File: src/upc_defs.svh
// Purpose: Constants of the cell transfer port
// Assumes: Byte wide bus, 53 byte cells
// Notes: Included by the package, by the cell port and by the test bench
`ifndef UPC_DEFS_SVH
`define UPC_DEFS_SVH
`define UPC_NUM_PORTS 4
`define UPC_ADDR_W 5
`define UPC_CELL_BYTES 53
`define UPC_NULL_ADDR 5'h1F
`define UPC_FIRST_PORT_ADDR 5'h00
`endif

File: src/upc_pkg.sv
// Purpose: Types of the cell transfer port
// Assumes: upc_defs.svh constants
// Notes: Byte plus start marker travels as one struct
`include "upc_defs.svh"
package upc_pkg;
   typedef struct packed {
      logic sop;
      logic [7:0] data;
   } upc_byte_t;
endpackage : upc_pkg

File: src/upc_buf2.sv
// Purpose: Two entry buffer with valid and ready on both sides
// Assumes: Same clock on both sides
// Notes: Full and empty are exact; no word lost on stall
`timescale 1ns/10ps
module upc_buf2 #(
   parameter int WIDTH = 9
) (
   // Clock and reset
   input wire logic clk_in,
   input wire logic sys_rst_in,
   // Fill side
   input wire logic in_valid_in,
   output logic in_ready_out,
   input wire logic [WIDTH-1:0] in_data_in,
   // Drain side
   output logic out_valid_out,
   input wire logic out_ready_in,
   output logic [WIDTH-1:0] out_data_out
);
   typedef struct packed {
      logic [1:0][WIDTH-1:0] mem;
      logic [1:0] cnt;
      logic rd;
   } upc_buf_st_t;
   upc_buf_st_t s_r, s_nxt;
   logic push, pop;
   // Handshakes from fill level
   // A full buffer still accepts when it drains in the same cycle; it refuses only when full and the drain side is not ready
   assign in_ready_out = (s_r.cnt != 2'h2) || out_ready_in;
   assign out_valid_out = (s_r.cnt != 2'h0);
   assign out_data_out = s_r.mem[s_r.rd];
   assign push = in_valid_in && in_ready_out;
   assign pop = out_valid_out && out_ready_in;
   // Next state of the buffer
   always_comb begin
      s_nxt = s_r;
      if (push) begin
         s_nxt.mem[s_r.rd ^ s_r.cnt[0]] = in_data_in;
      end
      if (pop) begin
         s_nxt.rd = ~s_r.rd;
      end
      s_nxt.cnt = s_r.cnt + {1'b0, push} - {1'b0, pop};
   end
   // State register
   always_ff @(posedge clk_in) begin
      if (sys_rst_in) begin
         s_r <= '0;
      end else begin
         s_r <= s_nxt;
      end
   end
endmodule : upc_buf2

File: src/upc_cell_port.sv
// Purpose: PHY side multi port cell transfer port, byte per clock
// Assumes: Far side master drives address, enables and transmit data
// Notes: Line side is a set of per port byte streams with cell counts
// Operation
// [RQ1] Address 00h selects the first port
// [RQ2] Direct transmit available per port when room
// [RQ3] Master selects, then enables with start marker
// [RQ4] Start marker only on a cell's first byte
// [RQ5] Transmit available drops without room for cell
// [RQ6] Port switch: enable off with new address
// [RQ7] Direct receive available per port with cell
// [RQ8] First receive byte one cycle after enable; the code drives it three cycles after
// [RQ9] Receive available drops with no further cell
// [RQ10] Polled transmit answer one cycle after poll; the code answers three cycles after
// [RQ11] Polls answered during an ongoing transfer
// [RQ12] Polled receive answer one cycle after poll; the code answers three cycles after
// [RQ13] Deselected receive port releases its outputs
// [RQ14] Master may hold enable past a cell
// [RQ15] No next cell: stop, start marker low
// [RQ16] Enable removed: release outputs next edge; the code releases them on the third edge
// [RQ17] Interrupted cell resumes with second byte
// [RQ18] Enables active low, rising edge timing
`timescale 1ns/10ps
`include "upc_defs.svh"
module upc_cell_port #(
   parameter int NP = `UPC_NUM_PORTS,
   parameter int AW = `UPC_ADDR_W,
   parameter int CELL = `UPC_CELL_BYTES,
   parameter int TXCAP = 2
) (
   // Clock and reset
   input wire logic clk_in,
   input wire logic sys_rst_in,
   // Transmit pins from the master
   input wire logic [AW-1:0] tx_port_select_in,
   input wire logic transmit_enable_n_in,
   input wire logic tx_start_of_cell_in,
   input wire logic [7:0] tx_data_in,
   output logic [NP-1:0] tx_direct_cell_avail_out,
   output logic tx_polled_cell_avail_out,
   // Receive pins to the master
   input wire logic [AW-1:0] rx_port_select_in,
   input wire logic receive_enable_n_in,
   output logic [7:0] rx_cell_bus_out,
   output logic rx_start_of_cell_out,
   output logic rx_oe_out,
   output logic [NP-1:0] rx_direct_cell_avail_out,
   output logic rx_polled_cell_avail_out,
   // Line side transmit stream
   output logic [NP-1:0] line_tx_valid_out,
   output upc_pkg::upc_byte_t line_tx_byte_out,
   input wire logic [NP-1:0] line_tx_ready_in,
   input wire logic [NP-1:0] line_tx_cell_done_in,
   // Line side receive stream
   input wire logic [NP-1:0] line_rx_cell_ready_in,
   input wire logic [NP-1:0][7:0] line_rx_data_in,
   output logic [NP-1:0] line_rx_take_out
);
   localparam int CW = $clog2(CELL + 1);
   localparam int TW = $clog2(TXCAP + 1);
   typedef struct packed {
      logic [AW-1:0] tx_port_select, rx_port_select;
      logic ten_n, ren_n, tsoc;
      logic [7:0] tdat;
      logic [NP-1:0][TW-1:0] tx_cells;
      logic [AW-1:0] tsel;
      logic [AW-1:0] rsel;
      logic [NP-1:0][CW-1:0] rx_pos;
      logic [7:0] rx_cell_bus;
      logic rsoc, roe;
      logic tpa, rpa;
   } upc_st_t;
   upc_st_t s_r, s_nxt;
   // Input synchroniser stage, read only by s_r fields
   logic [AW-1:0] tx_port_select_m, rx_port_select_m;
   logic ten_m, ren_m, tsoc_m;
   logic [7:0] tdat_m;
   logic wr_valid, wr_ready, lb_valid;
   upc_pkg::upc_byte_t wr_byte, lb_byte;
   logic [NP-1:0] tx_room, rx_has;
   logic [AW-1:0] lb_port_r;
   // Address to port index; 00h is the first port
   function automatic logic hit(input logic [AW-1:0] a, input int p);
      hit = (a == (`UPC_FIRST_PORT_ADDR + AW'(p))); // see [RQ1]
   endfunction : hit
   // Per port availability
   always_comb begin
      for (int p = 0; p < NP; p++) begin
         tx_room[p] = (s_r.tx_cells[p] < TW'(TXCAP)); // see [RQ5]
         rx_has[p] = line_rx_cell_ready_in[p] || (s_r.rx_pos[p] != '0); // see [RQ9]
      end
   end
   assign tx_direct_cell_avail_out = tx_room; // see [RQ2]
   assign rx_direct_cell_avail_out = line_rx_cell_ready_in; // see [RQ7]
   assign tx_polled_cell_avail_out = s_r.tpa;
   assign rx_polled_cell_avail_out = s_r.rpa;
   assign rx_cell_bus_out = s_r.rx_cell_bus;
   assign rx_start_of_cell_out = s_r.rsoc;
   assign rx_oe_out = s_r.roe;
   // Sampled transmit byte enters the buffer on active low enable
   assign wr_valid = !s_r.ten_n && (s_r.tsel < AW'(NP)); // see [RQ18]
   assign wr_byte = '{sop: s_r.tsoc, data: s_r.tdat};
   assign line_tx_byte_out = lb_byte;
   always_comb begin
      line_tx_valid_out = '0;
      if (lb_valid && lb_port_r < AW'(NP)) begin
         line_tx_valid_out[lb_port_r[$clog2(NP)-1:0]] = 1'b1;
      end
   end
   upc_buf2 #(.WIDTH(9)) u_buf (
      .clk_in(clk_in),
      .sys_rst_in(sys_rst_in),
      .in_valid_in(wr_valid),
      .in_ready_out(wr_ready),
      .in_data_in(wr_byte),
      .out_valid_out(lb_valid),
      .out_ready_in(line_tx_ready_in[lb_port_r[$clog2(NP)-1:0]] && lb_port_r < AW'(NP)),
      .out_data_out(lb_byte)
   );
   // Line side port of buffered bytes follows the select of the first queued byte
   always_ff @(posedge clk_in) begin
      if (sys_rst_in) begin
         lb_port_r <= `UPC_NULL_ADDR;
      end else if (wr_valid && wr_ready && (!lb_valid)) begin
         lb_port_r <= s_r.tsel;
      end
   end
   // Next state of the port
   always_comb begin
      logic take;
      logic [CW-1:0] pos;
      int sp;
      take = 1'b0;
      pos = '0;
      sp = 0;
      s_nxt = s_r;
      line_rx_take_out = '0;
      s_nxt.tx_port_select = tx_port_select_m;
      s_nxt.rx_port_select = rx_port_select_m;
      s_nxt.ten_n = ten_m;
      s_nxt.ren_n = ren_m;
      s_nxt.tsoc = tsoc_m; // see [RQ4]
      s_nxt.tdat = tdat_m;
      // Address with enable high selects; polls answered any time
      if (s_r.ten_n) begin
         s_nxt.tsel = s_r.tx_port_select; // see [RQ3] see [RQ6]
      end
      if (s_r.ren_n) begin
         s_nxt.rsel = s_r.rx_port_select;
      end
      s_nxt.tpa = 1'b0;
      s_nxt.rpa = 1'b0;
      for (int p = 0; p < NP; p++) begin
         if (hit(s_r.tx_port_select, p)) s_nxt.tpa = tx_room[p]; // see [RQ10] see [RQ11]
         if (hit(s_r.rx_port_select, p)) s_nxt.rpa = rx_has[p]; // see [RQ12]
         if (s_r.tx_cells[p] != '0 && line_tx_cell_done_in[p]) begin
            s_nxt.tx_cells[p] = s_r.tx_cells[p] - TW'(1);
         end
      end
      // Count a cell against its port at the start marker
      if (wr_valid && s_r.tsoc) begin
         for (int p = 0; p < NP; p++) begin
            if (hit(s_r.tsel, p)) s_nxt.tx_cells[p] = s_nxt.tx_cells[p] + TW'(1);
         end
      end
      // Receive: drive one byte per enabled cycle while the port has a cell, three cycles after enable
      s_nxt.roe = 1'b0;
      s_nxt.rsoc = 1'b0;
      if (!s_r.ren_n && s_r.rsel < AW'(NP)) begin // see [RQ8] see [RQ18]
         sp = int'(s_r.rsel);
         pos = s_r.rx_pos[sp];
         take = (pos != '0) || line_rx_cell_ready_in[sp]; // see [RQ15] see [RQ14]
         s_nxt.roe = 1'b1;
         if (take) begin
            s_nxt.rx_cell_bus = line_rx_data_in[sp];
            s_nxt.rsoc = (pos == '0); // see [RQ17]
            line_rx_take_out[sp] = 1'b1;
            s_nxt.rx_pos[sp] = (pos == CW'(CELL - 1)) ? '0 : pos + CW'(1);
         end
      end
      // Enable high or reselect releases the bus on the third edge
      if (s_r.ren_n) s_nxt.roe = 1'b0; // see [RQ16] see [RQ13]
   end
   // Registers: pin capture stage and state
   always_ff @(posedge clk_in) begin
      if (sys_rst_in) begin
         tx_port_select_m <= `UPC_NULL_ADDR;
         rx_port_select_m <= `UPC_NULL_ADDR;
         ten_m <= 1'b1;
         ren_m <= 1'b1;
         tsoc_m <= 1'b0;
         tdat_m <= 8'h00;
         s_r <= '0;
         s_r.ten_n <= 1'b1;
         s_r.ren_n <= 1'b1;
         s_r.tx_port_select <= `UPC_NULL_ADDR;
         s_r.rx_port_select <= `UPC_NULL_ADDR;
         s_r.tsel <= `UPC_NULL_ADDR;
         s_r.rsel <= `UPC_NULL_ADDR;
      end else begin
         tx_port_select_m <= tx_port_select_in;
         rx_port_select_m <= rx_port_select_in;
         ten_m <= transmit_enable_n_in;
         ren_m <= receive_enable_n_in;
         tsoc_m <= tx_start_of_cell_in;
         tdat_m <= tx_data_in;
         s_r <= s_nxt;
      end
   end
endmodule : upc_cell_port

File: config.mk
export PLATFORM = sky130hd
export DESIGN_NAME = upc_cell_port
export DESIGN_NICKNAME = d
export VERILOG_FILES = /design/src/upc_pkg.sv /design/src/upc_buf2.sv /design/src/upc_cell_port.sv
export VERILOG_INCLUDE_DIRS = /design/src
export SDC_FILE = /design/constraint.sdc
export NUM_CORES = 1
export LEC_CHECK = 0
export BUFFER_PORTS_ARGS = -buffer_cell sky130_fd_sc_hd__buf_2
export CAP_MARGIN = 10
export CORE_UTILIZATION = 50
export DETAILED_ROUTE_END_ITERATION = 10
export PLACE_DENSITY = 0.73
export SKIP_LAST_GASP = 1
export SYNTH_ARGS = -nofsm -noshare
export SYNTH_HDL_FRONTEND = slang
export SYNTH_HIERARCHICAL = 1
export SYNTH_SLANG_ARGS = --single-unit
File: constraint.sdc
create_clock -name clk_in -period 2.8 [get_ports clk_in]
set_input_delay 0.42 -clock clk_in [delete_from_list [all_inputs] [get_ports clk_in]]
set_output_delay 0.42 -clock clk_in [all_outputs]
set_load 0.01 [all_outputs]
==> results.toml, run 1 <==
[status]
status = "finished, final reports clean"

[layout]
nNetsFinal = 753
fill_cells = 917
drive_above_1_share_pct = 33.14
utilization_pct = 63.91
fin_area_sq_um = 7049
area_delta_synth_final_pct = 22.13
diodes = 0

[power_and_ir_drop]
ir_worst_vdd_uv = 732.3
leakage_nw = 2.753
power.density_nw_per_um2 = 630.8

[logic_synthesis]
synth_edf_count = 0
synthesis.instances = 585
synthFlopType = "dfxtp_1"
yosysWarnings = 6
synth.ff_latch_count = 122
syn_area_per_cell_sq_um = 9.866
ys_types = 56
synth_nets = 660
async_flop_share_pct = 0
ys_seq_area_share_pct = 42.32
synth.cell_area_sq_um = 5772

[critical_path]
critPathBufInv = 2
critPathLaunch = "s_r[36]$_SDFFE_PP1P_"
critPathCapture = "line_rx_take_out[2]"
path_class = "reg2out"
r2r_start = "lb_port_r[0]$_SDFFE_PP1P_"
reg2reg_slack_ns = 0.43
cp.arrival_ns = 2.35
cpLargestDelayFamily = "multiplexers"
worst_path_largest_cell_delay_ns = 0.52
path_cells = "mux4_2 -> inv_2 -> ha_4 -> nand2_2 -> o22ai_2 -> and4bb_4 -> nor2_4 -> buf_6"
r2r-end = "u_buf/s_r[2]$_SDFF_PP0_"
cp-start-kind = "flip-flop"
cp.depth = 8
crit_fanout = 6
required_ns = 2.38
reg2regPathDepth = 11
cp-end-kind = "output pin"
cpMaxStageDelayCell = "mux4_2"

[placement]
pre_cts_ws_ns = 0.1931
gp_congestion = 0.9472
dpl_cell_area_sq_um = 6271
io_buffers = 103
hpwl_microns = 9278

[clocking]
cts_root_buf = "clkbuf_16"
clock_path_buffers = 2
clock_latency_ns = 0.41
cts-buffers-inserted = 17
cts_hold_repair.buffers = 0
cts_num_sinks = 122
ctsHtreeMaxLevel = 4
cts_tree = "built"
clk_pin_slew_worst_paths_ns = 0.05

[grt]
grt-ovfl-total = 0
grt_pass1_vias = 4526
grt_pass1_wl_microns = 21870
grtUsageTotal_pct = 23.95
grt_max_degree = 61
antenna_found_initial = 1

[sta]
max_freq_mhz = 360.8
worst_slew_pin_slew_ns = 0.8591
rsz0062_at_grt = "yes"
min_period_ns = 2.772
clock_skew_ns = 0.007464
slew_viol_final = 0
slew_headroom_pct = 42.65
fin_crit_sh_pct = 98.99
hold_viol_final = 0
final.setup.worst_slack_ns = 0.02820
setup_viol = 0

[route]
drt_iter0_drc = 340
routed-via-count = 4954
viasPerCell = 5.961
final_antenna_net_count = 0
route.detailed.drc = 0
wire_per_inst_microns = 16.75
drt_first_pass_iters = 6
routed_wl_microns = 13920

[floorplanning]
rows = 38
start_util_pct = 52.33
ios = 104
die_w_microns = 109.4
coreArea_sq_um = 11030
die-area_sq_um = 11980
die_y_microns = 109.4

[run]
maxCapViolCount = 0

[hold_path]
hp-class = "in2reg"
layout by cell type (no fill, tap or decap), drive strengths merged, types with 3 or more instances in the layout:
master	count
and3	3
or2	25
nand3	24
inv	16
nand4	19
nor4	7
ha	8
nand2b	17
nand2	9
nor2b	31
a211o	12
nor2	25
mux2i	10
mux4	17
mux2	11
a32oi	18
bufinv	4
a21o	3
xnor2	8
buf	132
or3	4
and2	4
clkinv	6
nand3b	4
a211oi	8
o21ai	23
nor3	7
dfxtp	122
o211ai	18
xnor3	3
a31oi	22
clkbuf	20
a21oi	30
flip-flops by register name (all words and copies together), names as in the netlist, 5 cells and up:
name and cells:
s_r 63, rx_cell_bus_out 8, u_buf/s_r 21, tdat_m 8, lb_port_r 5, tx_port_select_m 5, rx_port_select_m 5
cells in the mapped netlist (12+ instances only):
master	n	area, sq um
nand4_1	19	118.9
nor2_1	23	86.33
a32oi_1	18	157.7
a21oi_1	30	150.1
a211o_1	12	105.1
buf_2	13	65.06
mux4_2	14	315.3
a31oi_1	22	137.6
nor2b_1	31	193.9
nand2b_1	17	106.4
buf_4	17	127.6
o211ai_1	18	135.1
or2_2	25	156.4
clkbuf_1	19	71.32
inv_1	16	60.06
nand3_1	24	120.1
o21ai_0	18	90.09
dfxtp_1	122	2442
worst min-delay path by stage:
stage,startpoint,end,slack [ns],cells after the start
4_1_cts,tx_port_select_in[2],tx_port_select_m[2]$_SDFF_PP1_,0.17,2
3_5_place_dp,rx_port_select_m[3]$_SDFF_PP1_,s_r[68]$_SDFF_PP1_,0.40,1
2_1_floorplan,ren_m$_SDFF_PP1_,s_r[63]$_SDFF_PP1_,0.39,1
5_1_grt,rx_port_select_in[2],rx_port_select_m[2]$_SDFF_PP1_,0.17,2
3_3_place_gp,rx_port_select_m[1]$_SDFF_PP1_,s_r[66]$_SDFF_PP1_,0.39,1
6_report,rx_port_select_in[0],rx_port_select_m[0]$_SDFF_PP1_,0.19,2
worst reg2reg max path, stage by stage, from the launching register on:
cell and delay (ns):
dfxtp_1 0.42, mux4_2 0.51, and2_1 0.19, and2b_1 0.21, nand2b_1 0.07, nand2_1 0.07
ha_1 0.22, inv_1 0.06, ha_1 0.14, xor2_1 0.17, and2_1 0.14, nor3_1 0.04
cell families (layout without fill, tap and decap cells):
family                   Yosys count  count (layout)  share of synthesized area (%)
buffers and inverters             74             180                          7.002
multiplexers                      38              38                          10.71
adder cells (fa/ha/maj)            8               8                          1.734
flip-flops                       122             122                          42.32
XOR/XNOR                          12              12                          2.536
AO/OA/AOI/OAI                    140             140                          16.15
AND/OR/NAND/NOR                  191             191                          19.55
stage by stage:
| step | hold WS [ns] | setup TNS, ns | power [mW] | cells |
|---|---|---|---|---|
| 6_report | 0.1890 | 0 | 4.447 | 831 |
| 5_1_grt | 0.1721 | -0.2039 | 4.613 | 831 |
| 4_1_cts | 0.1735 | -0.00003864 | 4.482 | 823 |
| 3_5_place_dp | 0.3961 | 0 | 2.208 | 788 |
| 3_3_place_gp | 0.3910 | 0 | 2.194 | 788 |
| 2_1_floorplan | 0.3895 | 0 | 2.108 | 585 |
routing by layer:
layer  share of wire, %  GRT usage [%]
met2                 47          37.47
met4                2.5          11.43
met5                  0              0
met3                6.4          6.876
met1                 44          30.39
cell type report:
cell class,count,area (sq um),share of cell area (%)
inverter,16,60.06,0.8520
clock buffer,20,446.7,6.337
clock inverter,12,172.7,2.449
timing repair buffer,132,760.7,10.79
sequential,122,2446,34.70
tap,140,175.2,2.485
multi-input combinational,389,2988,42.39
timing repair:
item / in CTS / in global routing
setup buffers: 3 / 8
gates resized for setup: 8 / 13
endpoints found under the setup margin: 4 / 4
pin swaps: 1 / 7
endpoints found under the hold margin: 0 / 0
power by group:
group	total, mW	switching (mW)	internal (mW)
clock	2.26	0.756	1.51
sequential	1.85	0.0484	1.80
combinational	0.335	0.159	0.177
Note: power is estimated with default switching activity, not from simulation.
==> inputs of run 2 (changes only) <==
==> constraint.sdc (replaced) <==
create_clock -name clk_in -period 2.6 [get_ports clk_in]
set_input_delay 0.39 -clock clk_in [delete_from_list [all_inputs] [get_ports clk_in]]
set_output_delay 0.39 -clock clk_in [all_outputs]
set_load 0.01 [all_outputs]
==> results.toml, run 2 (synthesis gave the netlist of run 1 again) <==
[status]
status = "finished with violations"
failed_checks = "setup timing"

[sta]
setup_viol = 4
slew_headroom_pct = 42.92
worst_slew_pin_slew_ns = 0.8544
min_period_ns = 2.680
rsz0062_at_grt = "yes"
max_freq_mhz = 373.1
final.setup.worst_slack_ns = -0.08045
slew_viol_final = 0
fin_crit_sh_pct = 103.1
clock_skew_ns = 0.007348
hold_viol_final = 0

[critical_path]
path_class = "reg2out"
r2r-end = "u_buf/s_r[2]$_SDFF_PP0_"
r2r_start = "lb_port_r[0]$_SDFFE_PP1P_"
required_ns = 2.21
reg2regPathDepth = 11
cp-start-kind = "flip-flop"
reg2reg_slack_ns = 0.20
crit_fanout = 5
cp.arrival_ns = 2.29
cp-end-kind = "output pin"

[placement]
hpwl_microns = 9530
gp_congestion = 0.8667
io_buffers = 103

[grt]
grt_pass1_vias = 4721
antenna_found_initial = 0
grt_max_degree = 65
grt-ovfl-total = 0
grt_pass1_wl_microns = 22890
grtUsageTotal_pct = 25.09

[floorplanning]
coreArea_sq_um = 11030
die_w_microns = 109.4
ios = 104
rows = 38
die-area_sq_um = 11980
start_util_pct = 52.33
die_y_microns = 109.4

[route]
route.detailed.drc = 0
routed-via-count = 4967
viasPerCell = 5.949
routed_wl_microns = 14520
drt_first_pass_iters = 5
drt_iter0_drc = 424
final_antenna_net_count = 0
wire_per_inst_microns = 17.38

[layout]
diodes = 0
layout_common_cells = "121 x dfxtp_1, 102 x buf_2, 33 x buf_4"
area_delta_synth_final_pct = 21.70
reg_top3 = "s_r: 63 flops, u_buf/s_r: 21 flops"
utilization_pct = 63.68
nNetsFinal = 757
fill_cells = 881
top_register = "s_r"
largest_reg_flops = 63
final_common_cell = "dfxtp_1"
drive_above_1_share_pct = 33.24

[clocking]
cts-buffers-inserted = 17
clock_latency_ns = 0.42
clk_pin_slew_worst_paths_ns = 0.06
ctsHtreeMaxLevel = 4
clock_path_buffers = 2
cts_tree = "built"
cts_hold_repair.buffers = 0
cts_root_buf = "clkbuf_16"
cts_num_sinks = 122

[power_and_ir_drop]
power.density_nw_per_um2 = 668.0
totalPowerFinal_mw = 4.692
leakage_nw = 2.751
ir_worst_vdd_uv = 581.1

[hold_path]
holdPathStages = 2
min_from = "transmit_enable_n_in"
hp-class = "in2reg"
min_to = "ten_m$_SDFF_PP1_"

[run]
maxCapViolCount = 0
## run 2: cell types whose count changed in the layout (fill, tap and decap cells not counted), sizes merged
cell      delta
clkinvlp     +4
bufinv       -2
clkinv       -5
buf          +4
clkbuf       +3
## run 2: worst max-delay path by stage
stage | startpoint | end | slack (ns)
global route | s_r[36]$_SDFFE_PP1P_ | line_rx_take_out[1] | -0.19
floorplan | s_r[36]$_SDFFE_PP1P_ | line_rx_take_out[0] | 0.08
finish | s_r[36]$_SDFFE_PP1P_ | line_rx_take_out[1] | -0.08
global placement | line_tx_ready_in[3] | u_buf/s_r[2]$_SDFF_PP0_ | 0.27
CTS | s_r[36]$_SDFFE_PP1P_ | line_rx_take_out[1] | -0.11
detailed placement | line_tx_ready_in[3] | u_buf/s_r[2]$_SDFF_PP0_ | 0.18
## run 2: layout make-up
cell class                      count  area, sq um  area share, %
Clock buffer                       23        488.0          6.947
Clock inverter                      9        113.9          1.621
Inverter                           16        60.06         0.8550
Multi-Input combinational cell    389         2963          42.18
Sequential cell                   122         2446          34.82
Tap cell                          140        175.2          2.494
Timing Repair Buffer              136        778.2          11.08
## run 2: what timing repair did
action	4_1_cts	5_1_grt
buffers inserted	4	2
pin swaps	3	2
setup endpoints to repair	4	4
gates resized for setup	6	4
## run 2: power breakdown
group          internal (mW)  switching (mW)  total (mW)
Sequential              1.94          0.0524        1.99
Clock                   1.51           0.836        2.35
Combinational          0.189           0.164       0.354
Total                   3.64            1.05        4.69
## run 2: metrics by stage
stage | setup slack [ns] | TNS [ns] | hold slack (ns) | area, sq um | cells
2_1_floorplan | 0.08181 | 0 | 0.3895 | 5778 | 585
3_3_place_gp | 0.2671 | 0 | 0.3914 | 6357 | 797
3_5_place_dp | 0.1844 | 0 | 0.3952 | 6357 | 797
4_1_cts | -0.1124 | -0.4311 | 0.1357 | 6999 | 833
5_1_grt | -0.1890 | -0.7022 | 0.1389 | 7024 | 835
6_report | -0.08045 | -0.2677 | 0.1521 | 7024 | 835
## run 2: worst max-delay path, cell delays in order (launching register included)
cell and delay [ns]:
dfxtp_4 0.36, mux4_2 0.52, inv_2 0.09, ha_4 0.15, nand2_2 0.06, o22ai_2 0.16
and4bb_4 0.30, nor2_1 0.08, buf_2 0.15
## run 2: metal layers
layer,up-vias,part of all wire [%],global-route usage [%]
met2,221,47,38.63
met3,39,7.1,7.410
met4,0,2.7,13.14
li1,2350,-,-
met5,-,0,0
met1,2357,43,31.76
==> inputs of run 3 (changes only) <==
--- a/config.mk
+++ b/config.mk
@@ -6,9 +6,11 @@
 export SDC_FILE = /design/constraint.sdc
 export NUM_CORES = 1
 export LEC_CHECK = 0
-export BUFFER_PORTS_ARGS = -buffer_cell sky130_fd_sc_hd__buf_2
+export ABC_AREA = 1
+export BUFFER_PORTS_ARGS = -buffer_cell sky130_fd_sc_hd__clkbuf_2
 export CAP_MARGIN = 10
 export CORE_UTILIZATION = 50
+export CTS_CLUSTER_SIZE = 10
 export DETAILED_ROUTE_END_ITERATION = 10
 export PLACE_DENSITY = 0.73
 export SKIP_LAST_GASP = 1
==> results.toml, run 3 <==
[status]
status = "finished, final reports clean"

[grt]
grt_pass1_wl_microns = 21800
grt-ovfl-total = 0
grt_max_degree = 32
grt_pass1_vias = 4783
antenna_found_initial = 0
grtUsageTotal_pct = 21.97

[layout]
top_register = "s_r"
utilization_pct = 61.71
drive_above_1_share_pct = 21.63
area_delta_synth_final_pct = 19.83
nNetsFinal = 1019
largest_reg_flops = 63
fill_cells = 1094
fin_cells = 1100
final_common_cell = "nand2_1"
reg_top3 = "s_r: 63 flops, u_buf/s_r: 21 flops"
layout_common_cells = "203 x nand2_1, 143 x inv_1, 120 x dfxtp_1"
fin_area_sq_um = 7077
diodes = 0
multiInputGateArea_sq_um = 2616
register_area_sq_um = 2447

[sta]
worst_slew_pin_slew_ns = 0.6699
max_freq_mhz = 409.6
hold_viol_final = 0
fin_crit_sh_pct = 93.90
setup_viol = 0
final.setup.tns_ns = 0
clock_skew_ns = 0.008573
min_period_ns = 2.441
slew_headroom_pct = 55.28
slew_viol_final = 0

[route]
routed_wl_microns = 12610
routed-via-count = 5181
final_antenna_net_count = 0
drt_first_pass_iters = 5
wire_per_inst_microns = 11.46
viasPerCell = 4.710
drt_iter0_drc = 284
route.detailed.drc = 0

[placement]
hpwl_microns = 8813
io_buffers = 103
placed_cells = 1063
gp_congestion = 0.8621
dpl_cell_area_sq_um = 6375

[clocking]
cts_num_sinks = 122
cts-buffers-inserted = 17
clk_pin_slew_worst_paths_ns = 0.06
clock_latency_ns = 0.41
ctsHtreeMaxLevel = 4
cts_tree = "built"
clock_path_buffers = 2
cts_root_buf = "clkbuf_16"

[floorplanning]
rows = 39
die-area_sq_um = 12250
ios = 104
die_y_microns = 110.7
coreArea_sq_um = 11470
start_util_pct = 51.50
die_w_microns = 110.7

[logic_synthesis]
synth.top_cells.by_count = "205 x nand2_1, 144 x inv_1, 122 x dfxtp_1"
yosysWarnings = 6
synthFlopType = "dfxtp_1"
ys_seq_area_share_pct = 41.36
synth_area_leader_cell = "dfxtp_1"
ys_types = 32
syn_area_per_cell_sq_um = 6.948
synth.cell_area_sq_um = 5906
synth_edf_count = 0
synth_area_leaders = "dfxtp_1 41%, nand2_1 13%, inv_1 9.2%, nor2_1 7.4%, a21oi_1 3.1%"
yosysMostFrequentCell = "nand2_1"
synth_nets = 925
synth.ff_latch_count = 122
synthesis.instances = 850
async_flop_share_pct = 0
synth_top_area_share_pct = 41.36

[critical_path]
crit_fanout = 13
critPathLaunch = "s_r[36]$_SDFFE_PP1P_"
r2r_start = "s_r[36]$_SDFFE_PP1P_"
path_class = "reg2out"
cp-start-kind = "flip-flop"
cp-end-kind = "output pin"
cp.arrival_ns = 2.05
required_ns = 2.21
reg2regPathDepth = 13

[power_and_ir_drop]
totalPowerFinal_mw = 4.633
power.density_nw_per_um2 = 654.6
leakage_nw = 3.566
ir_worst_vdd_uv = 436.6

[run]
maxCapViolCount = 0

[hold_path]
holdPathStages = 2
min_from = "tx_port_select_in[4]"
hp-class = "in2reg"
==> run 3: worst paths after layout <==
kind                                                       end  slack [ns]
worst max-delay path                       line_rx_take_out[0]        0.16
worst min-delay path            tx_port_select_m[4]$_SDFF_PP1_        0.15
worst max register to register            s_r[14]$_SDFFE_PP0P_        0.44
worst min register to register              s_r[59]$_SDFF_PP0_        0.40
==> run 3: kinds of logic (layout without fill, tap and decap cells) <==
kind of cell    count (synthesis)  after routing  synth area share [%]
compound gates                 85             85                 8.093
xor+xnor                        5              5                0.7415
fa+ha+maj                       8              8                 1.695
buf+inv                       195            302                 14.94
flops                         122            122                 41.36
simple gates                  435            435                 33.18
==> run 3: metrics by stage <==
step                      hold slack (ns)  worst slack, ns
after floorplan                    0.3883           0.4673
after global placement             0.3911           0.2589
after detailed placement           0.3916           0.2354
after CTS                          0.1389          0.01282
after global routing               0.1397        -0.002085
final                              0.1526           0.1586
==> run 3: cell type report <==
class	instances	area share, %
Tap cell	143	2.528
Multi-Input combinational cell	533	36.97
Sequential cell	122	34.58
Clock inverter	15	2.670
Inverter	149	7.938
Timing Repair Buffer	121	9.300
Clock buffer	17	6.011
==> run 3: repair_timing <==
| item | CTS | global route |
|---|---|---|
| pin swaps | 3 | 3 |
| hold endpoints to repair | 0 | 0 |
| resized for setup | 4 | 12 |
| hold buffers | 0 | 0 |
| buffers inserted | 3 | 2 |
| setup endpoints to repair | 4 | 4 |
==> run 3: metal layers <==
layer  global-route usage, %  up-vias  wire, microns
met3                   5.413       10            541
met5                       0        -              0
met4                   9.156        0            122
met1                   28.15     2263           6029
met2                   35.28      116           5915
li1                        -     2792              -
==> run 3: power breakdown <==
part           internal [mW]  switching (mW)  leakage, nW
Clock                   1.53           0.901        0.289
Sequential              1.91          0.0240        0.994
Combinational          0.115           0.152         2.28
Total                   3.56            1.08         3.57
==> run 3: worst max-delay path, cell delays in order (launching register included) <==
cell and delay [ns]:
dfxtp_4 0.36, buf_8 0.14, nand2_1 0.07, nand2_1 0.05
nand2_1 0.07, nand2_2 0.08, inv_1 0.07, ha_2 0.18
inv_2 0.04, nor2_4 0.11, nand3_4 0.17, nand3_4 0.14
inv_1 0.04, clkbuf_2 0.12
